<file path="src/verilog/cfr_map.vh">
// Command codes, field positions, field encodings and reset values for the cold-fault response block
`ifndef CFR_MAP_VH
`define CFR_MAP_VH
`define CFR_CMD_THRESH 8'h53
`define CFR_CMD_ACTION 8'h54
`define CFR_CMD_OVLIM 8'h55
`define CFR_RESP_HI 7
`define CFR_RESP_LO 6
`define CFR_RETRY_HI 5
`define CFR_RETRY_LO 3
`define CFR_DLY_HI 2
`define CFR_DLY_LO 0
`define CFR_RESP_IGNORE 2'b00
`define CFR_RESP_DELAY 2'b01
`define CFR_RESP_RETRY 2'b10
`define CFR_RESP_LATCH 2'b11
`define CFR_RETRY_NONE 3'b000
`define CFR_RETRY_ALWAYS 3'b111
`define CFR_ACTION_RST 8'h00
`define CFR_THRESH_RST 16'h0000
`define CFR_OVLIM_RST 16'hFFFF
`endif

</file>
<file path="src/verilog/cfr_ctrl.v">
// Cold-fault response controller with its command registers
`timescale 1ns/1ps
`default_nettype none
`include "cfr_map.vh"
module cfr_ctrl
(
  // Clock and reset
  input wire i_clk,
  input wire i_rstn,
  // Command port from the transport layer
  input wire i_cmd_wr,
  input wire i_cmd_rd,
  input wire [7:0] i_cmd_code,
  input wire [15:0] i_cmd_wdata,
  output reg [15:0] o_cmd_rdata,
  output reg o_cmd_ack,
  // Measurement and time unit (unit cycles from the 0xD2 register)
  input wire signed [15:0] i_temp,
  input wire [15:0] i_unit_cycles,
  // Clear sources and the other-fault input
  input wire i_status_clr,
  input wire i_clear_faults,
  input wire i_op_on,
  input wire i_ctrl_pin,
  input wire i_other_fault,
  // Outputs
  output reg o_out_en,
  output reg o_fault_status,
  output reg [15:0] o_ovlim
);
  localparam ST_RUN = 3'd0;
  localparam ST_DELAY = 3'd1;
  localparam ST_OFFWAIT = 3'd2;
  localparam ST_TRY = 3'd3;
  localparam ST_LATCH = 3'd4;
  reg [7:0] action_r;
  reg [15:0] thresh_r;
  reg [2:0] st_r;
  reg [2:0] tries_r;
  reg p1_r, p2_r, p3_r, pin_r;
  reg on_q_r;
  reg tmr_start_r;
  wire tmr_done;
  wire fault;
  wire on_now;
  wire cycle_off;
  wire [1:0] resp;
  wire [2:0] retry;
  assign resp = action_r[`CFR_RESP_HI:`CFR_RESP_LO];
  assign retry = action_r[`CFR_RETRY_HI:`CFR_RETRY_LO];
  assign fault = (i_temp < $signed(thresh_r));
  assign on_now = pin_r & i_op_on;
  assign cycle_off = on_q_r & ~on_now;
  // ==========================================
  // Pin synchroniser: change accepted when stages two and three agree
  always @(posedge i_clk or negedge i_rstn)
  begin
    if (!i_rstn)
    begin
      p1_r <= 1'b0;
      p2_r <= 1'b0;
      p3_r <= 1'b0;
      pin_r <= 1'b0;
      on_q_r <= 1'b0;
    end
    else
    begin
      p1_r <= i_ctrl_pin;
      p2_r <= p1_r;
      p3_r <= p2_r;
      if (p2_r == p3_r)
        pin_r <= p3_r;
      on_q_r <= on_now;
    end
  end
  // ==========================================
  // Delay timer shared by run-on and retry spacing
  cfr_unit_tick u_tick
  (
    .i_clk(i_clk),
    .i_rstn(i_rstn),
    .i_start(tmr_start_r),
    .i_code(action_r[`CFR_DLY_HI:`CFR_DLY_LO]),
    .i_unit_cycles(i_unit_cycles),
    .o_done(tmr_done)
  );
  // ==========================================
  // Command registers
  always @(posedge i_clk or negedge i_rstn)
  begin
    if (!i_rstn)
    begin
      action_r <= `CFR_ACTION_RST;
      thresh_r <= `CFR_THRESH_RST;
      o_ovlim <= `CFR_OVLIM_RST;
      o_cmd_rdata <= 16'h0000;
      o_cmd_ack <= 1'b0;
    end
    else
    begin
      o_cmd_ack <= i_cmd_wr | i_cmd_rd;
      if (i_cmd_wr)
      begin
        case (i_cmd_code)
          `CFR_CMD_ACTION: action_r <= i_cmd_wdata[7:0];
          `CFR_CMD_OVLIM: o_ovlim <= i_cmd_wdata;
          `CFR_CMD_THRESH: thresh_r <= i_cmd_wdata;
          default: ;
        endcase
      end
      if (i_cmd_rd)
      begin
        case (i_cmd_code)
          `CFR_CMD_ACTION: o_cmd_rdata <= {8'h00, action_r};
          `CFR_CMD_OVLIM: o_cmd_rdata <= o_ovlim;
          `CFR_CMD_THRESH: o_cmd_rdata <= thresh_r;
          default: o_cmd_rdata <= 16'h0000;
        endcase
      end
    end
  end
  // ==========================================
  // Fault response state machine
  always @(posedge i_clk or negedge i_rstn)
  begin
    if (!i_rstn)
    begin
      st_r <= ST_RUN;
      tries_r <= 3'd0;
      tmr_start_r <= 1'b0;
      o_out_en <= 1'b1;
      o_fault_status <= 1'b0;
    end
    else
    begin
      tmr_start_r <= 1'b0;
      // Status flag: a new fault wins over a clear in the same cycle
      if (fault && resp != `CFR_RESP_IGNORE)
        o_fault_status <= 1'b1;
      else if (i_status_clr || i_clear_faults || cycle_off)
        o_fault_status <= 1'b0;
      if ((i_status_clr || i_clear_faults || cycle_off) && st_r != ST_RUN)
      begin
        st_r <= ST_RUN;
        o_out_en <= 1'b1;
      end
      else
      begin
        case (st_r)
          ST_RUN:
          begin
            o_out_en <= 1'b1;
            tries_r <= 3'd0;
            if (fault)
            begin
              case (resp)
                `CFR_RESP_DELAY:
                begin
                  st_r <= ST_DELAY;
                  tmr_start_r <= 1'b1;
                end
                `CFR_RESP_RETRY:
                begin
                  o_out_en <= 1'b0;
                  st_r <= (retry == `CFR_RETRY_NONE) ? ST_LATCH : ST_OFFWAIT;
                  tmr_start_r <= 1'b1;
                end
                `CFR_RESP_LATCH:
                begin
                  o_out_en <= 1'b0;
                  st_r <= ST_LATCH;
                end
                default: st_r <= ST_RUN;
              endcase
            end
          end
          ST_DELAY:
          begin
            if (tmr_done)
            begin
              if (!fault)
                st_r <= ST_RUN;
              else
              begin
                o_out_en <= 1'b0;
                st_r <= (retry == `CFR_RETRY_NONE) ? ST_LATCH : ST_OFFWAIT;
                tmr_start_r <= 1'b1;
              end
            end
          end
          ST_OFFWAIT:
          begin
            if (i_other_fault || !on_now)
              st_r <= ST_LATCH;
            else if (tmr_done)
            begin
              o_out_en <= 1'b1;
              tries_r <= tries_r + 3'd1;
              tmr_start_r <= 1'b1;
              st_r <= ST_TRY;
            end
          end
          ST_TRY:
          begin
            if (!fault)
              st_r <= ST_RUN;
            else if (tmr_done)
            begin
              o_out_en <= 1'b0;
              if (retry != `CFR_RETRY_ALWAYS && tries_r >= retry)
                st_r <= ST_LATCH;
              else
              begin
                tmr_start_r <= 1'b1;
                st_r <= ST_OFFWAIT;
              end
            end
          end
          ST_LATCH: o_out_en <= 1'b0;
          default: st_r <= ST_RUN;
        endcase
      end
    end
  end
endmodule
`default_nettype wire

</file>
<file path="src/verilog/cfr_unit_tick.v">
// Delay-unit tick generator and power-of-two delay counter
`timescale 1ns/1ps
`default_nettype none
module cfr_unit_tick
(
  // Clock and reset
  input wire i_clk,
  input wire i_rstn,
  // Control
  input wire i_start,
  input wire [2:0] i_code,
  input wire [15:0] i_unit_cycles,
  // Status
  output reg o_done
);
  reg [15:0] pre_r;
  reg [7:0] units_r;
  reg run_r;
  wire unit_tick;
  assign unit_tick = run_r && (pre_r >= i_unit_cycles);
  // ==========================================
  // Unit counter: counts 2**code units of the configured length
  always @(posedge i_clk or negedge i_rstn)
  begin
    if (!i_rstn)
    begin
      pre_r <= 16'h0000;
      units_r <= 8'h00;
      run_r <= 1'b0;
      o_done <= 1'b0;
    end
    else
    begin
      o_done <= 1'b0;
      if (i_start)
      begin
        pre_r <= 16'h0001;
        units_r <= 8'h01 << i_code;
        run_r <= 1'b1;
      end
      else if (unit_tick)
      begin
        pre_r <= 16'h0001;
        units_r <= units_r - 8'h01;
        if (units_r == 8'h01)
        begin
          run_r <= 1'b0;
          o_done <= 1'b1;
        end
      end
      else if (run_r)
      begin
        pre_r <= pre_r + 16'h0001;
      end
    end
  end
endmodule
`default_nettype wire
</file>
<file path="config.mk">
export PLATFORM = sky130hd
export DESIGN_NAME = cfr_ctrl
export DESIGN_NICKNAME = d
export VERILOG_FILES = /design/src/verilog/cfr_ctrl.v /design/src/verilog/cfr_unit_tick.v
export VERILOG_INCLUDE_DIRS = /design/src /design/src/verilog
export SDC_FILE = /design/constraint.sdc
export NUM_CORES = 1
export LEC_CHECK = 0
export ABC_CLOCK_PERIOD_IN_PS = 3000
export BUFFER_PORTS_ARGS = -buffer_cell sky130_fd_sc_hd__buf_2
export CAP_MARGIN = 30
export CORE_AREA = 2 2 103 115
export DETAILED_ROUTE_END_ITERATION = 6
export DIE_AREA = 0 0 105 117
export GPL_TIMING_DRIVEN = 1
export PLACE_DENSITY = 0.76
export SETUP_SLACK_MARGIN = 0.05
export SYNTH_ARGS = -nofsm -noshare
export SYNTH_HDL_FRONTEND = slang
export SYNTH_HIERARCHICAL = 1
export SYNTH_SLANG_ARGS = --single-unit
</file>
<file path="constraint.sdc">
create_clock -name i_clk -period 3 [get_ports i_clk]
set_clock_uncertainty 0.1 [all_clocks]
set_input_delay 0 -clock i_clk [delete_from_list [all_inputs] [get_ports i_clk]]
set_output_delay 0 -clock i_clk [all_outputs]
set_load 0.02 [all_outputs]
</file>
==> summary.md <==
| Metric | Value |
|---|---|
| Post-synthesis async set-or-reset flop share | 1.00 |
| CP Data Required Time | 3.18 ns |
| Total iterations of the first detailed-routing run | 4 |
| Seq/Total Area, Yosys | 0.428 |
| CP Max Fanout | 14 |
| Mean Syn Cell Area | 10.4 um2 |
| Core Area | 11200 um2 |
| FF-to-FF path depth | 7 |
| Slew Limit Fails | 0 |
| RR Endpoint | u_tick/units_r[6] |
| Root Driver | clkbuf_16 |
| Slowest cell delay on critical path | 0.53 ns |
| Number of fill cells | 941 |
| Overflow after GRT | 0 |
| Simple-gate share of the synthesized area | 0.158 |
| Maximum clock frequency | 0.373 GHz |
| Worst-Skew Late Latency | 0.36 ns |
| Inserted Clock Buffers | 9 |
| # diodes | 0 |
| # DRC | 0 |
| Estimated wirelength of the detail-placed design | 9560 um |
| Vias per std cell | 5.58 |
| Measured slew at the worst slew-check pin | 0.757 ns |
| Critical R2R Launch | u_tick/pre_r[13] |
| Hold Crit Depth | 3 |
| CTS sink count | 97 |
| Synth Area in XOR/XNOR | 0.0245 |
| Critical path launch point type | register |
| Worst path cell trace | ha_1 -> nand4_2 -> nor3_2 -> or4b_4 -> and3_4 -> or4_1 -> nand3_1 |
| Initial antenna violation count | 0 |
| Peak supply drop | 0.269 mV |
| Share of cells above drive strength 1 | 0.304 |
| Post-synth top flop | dfrtp_1 |
| First-pass GRT wire length | 22400 um |
| Critical Path Slowest Stage Cell | or4b_4 |
| Fin area | 6870 um2 |
| GPL Wtd Cong | 0.866 |
| Count leader, synth | dfrtp_1 |
| Warnings from Yosys | 6 |
| Multiplexer area fraction after synthesis | 0.101 |
| Setup violators final | 0 |
| Avg WL per Cell | 16.3 um |
| Routed vias | 4601 |
| Status | finished, final reports clean |
| H-tree depth | 3 |
| Setup TNS | 0 ns |
| WHS Endpoint | o_cmd_rdata[13] |
| Slew HR | 0.491 |
| Unrepaired setup endpoints after global routing | no |
| Die width | 105 um |
| Clk buf depth | 2 |
| Nets@finish | 776 |
| Area of the multi-input gates | 2980 um2 |
| Final Cycle Share | 0.893 |
| # rows | 41 |
| Post-synth EDFFs | 0 |
| Initial DRC Count | 295 |
| Die ar. | 12300 um2 |
| GRT Overall Usage | 0.229 |
| R2R setup slack | 0.32 ns |
| Crit end category | register |
| Fin. Hold Viols | 0 |
| Max_cap viols | 0 |
| Cell Pwr Density | 518 nW/um2 |
| Worst min-delay path class | input pin to register |
| Antenna Violating Nets Remaining | 0 |
| I/O Buffers | 99 |
| Layout area overhead | 20.0% |
| CP arrival | 2.86 ns |
| Vias in the first global route | 4703 |
| Placed standard-cell area | 6330 um2 |
| CTS tree | yes |
| Area contributors post-synth | dfrtp_1, ha_1, dfstp_2, mux2_2, nor2_1 |
| Synthesized instance count | 551 |
| Drt total wl | 13400 um |
| Area share of the largest cell type after synthesis | 0.350 |
| Die H | 117 um |
| Compound-gate portion of the synthesized area | 0.143 |
| Adder-Cell Fraction of Synth Area | 0.0936 |
| Clock slew at reported path FFs | 0.07 ns |
| LEAKAGE | 3.23 nW |
| Final Util | 0.614 |
| Total power | 3.55 mW |
| Mapped Area | 5720 um2 |
| Post-synth cell types | 74 |
| Min-Delay Startpoint | i_cmd_rd |
| CTS resizes | 0 |
| Synth cell count leaders | dfrtp_1, nor2_1, inv_1 |
| Initial core utilization | 0.511 |
| Largest net degree at the start of global routing | 51 |
| Top-level port count | 100 |
| Top cell type by total area after synthesis | dfrtp_1 |
| Setup CP Type | register to register |
| Fin crit period | 2.68 ns |
| Storage cell area | 2450 um2 |
| Largest family of logic cells by synthesized area | simple AND/OR/NAND/NOR gates |
| Mapped Nets | 658 |
| #FFs+latches synth | 97 |
critical path: cells and delay by family, from the launching register on:
kind          cells  cell delay (ns)
simple gates      6             1.74
flops             1             0.43
fa+ha+maj         1             0.34
layer usage:
layer | wire [um] | vias up | GRT usage
met5 | 0 | - | 0
met4 | 408 | 0 | 0.101
met3 | 628 | 28 | 0.0460
met2 | 6640 | 134 | 0.397
met1 | 5760 | 2228 | 0.281
li1 | - | 2211 | -
timing repair:
action / CTS / global route
endpoints found under the hold margin: 90 / 0
hold buffers: 23 / 0
buffers inserted: 0 / 0
cells by family after synthesis:
kind of cell    Yosys count
simple gates            165
compound gates          115
flops                    97
buf+inv                  66
mux                      49
fa+ha+maj                43
xor+xnor                 16
final cells by class:
type	instances	share of cell area
well taps	150	0.0273
multi-input cells	388	0.433
clock buffers	10	0.0334
inverters	46	0.0252
repair buffers	127	0.113
flip-flops and latches	97	0.357
clock inverters	6	0.0108
where the power goes:
group          leakage, nW  internal (mW)  switching, mW
sequential            1.22           1.46          0.171
combinational         1.87          0.341          0.386
clock                0.142          0.659          0.534
worst max path at each step:
stage                                start                 to  slack, ns  cells past startpoint
final                     u_tick/pre_r[13]  u_tick/units_r[6]       0.32                      7
after global routing      u_tick/pre_r[13]  u_tick/units_r[5]       0.15                      7
after CTS                 u_tick/pre_r[13]  u_tick/units_r[5]       0.31                      7
after detailed placement  u_tick/pre_r[13]  u_tick/units_r[5]       0.31                      7
after global placement    u_tick/pre_r[13]  u_tick/units_r[4]       0.39                      8
after floorplan           u_tick/pre_r[13]   u_tick/pre_r[11]       0.52                      8
registers in the layout, summed over array words and instances, names as in the netlist, 3 cells and up:
name            count
tries_r             3
u_tick/pre_r       16
o_ovlim            16
st_r                3
u_tick/units_r      8
o_cmd_rdata        16
action_r            8
thresh_r           16
layout by cell type, fill, tap and decap left out, types with 5 or more instances in the layout:
cell / instances
o21ai_0: 17
ha_1: 42
nor3_1: 6
inv_1: 45
nand2b_1: 7
buf_2: 98
a22oi_1: 8
nand3_1: 12
dlygate4sd3_1: 23
xnor2_1: 8
nand4_1: 11
mux2_4: 10
mux2i_1: 8
nand2_1: 29
a21oi_1: 41
dfrtp_1: 80
nor2_1: 57
mux2_2: 31
buf_4: 5
a31oi_1: 6
dfstp_2: 17
clkbuf_16: 9
nand4b_1: 6
xor2_1: 8
per-stage QoR:
stage	std cells	setup slack, ns	hold WS, ns
floorplan	551	0.523	-0.396
global placement	785	0.389	-0.0335
detailed placement	785	0.307	-0.0163
CTS	824	0.315	0.0788
global route	824	0.150	0.112
finish	824	0.321	0.0955
No activity file was read; power rests on OpenSTA's default activity.
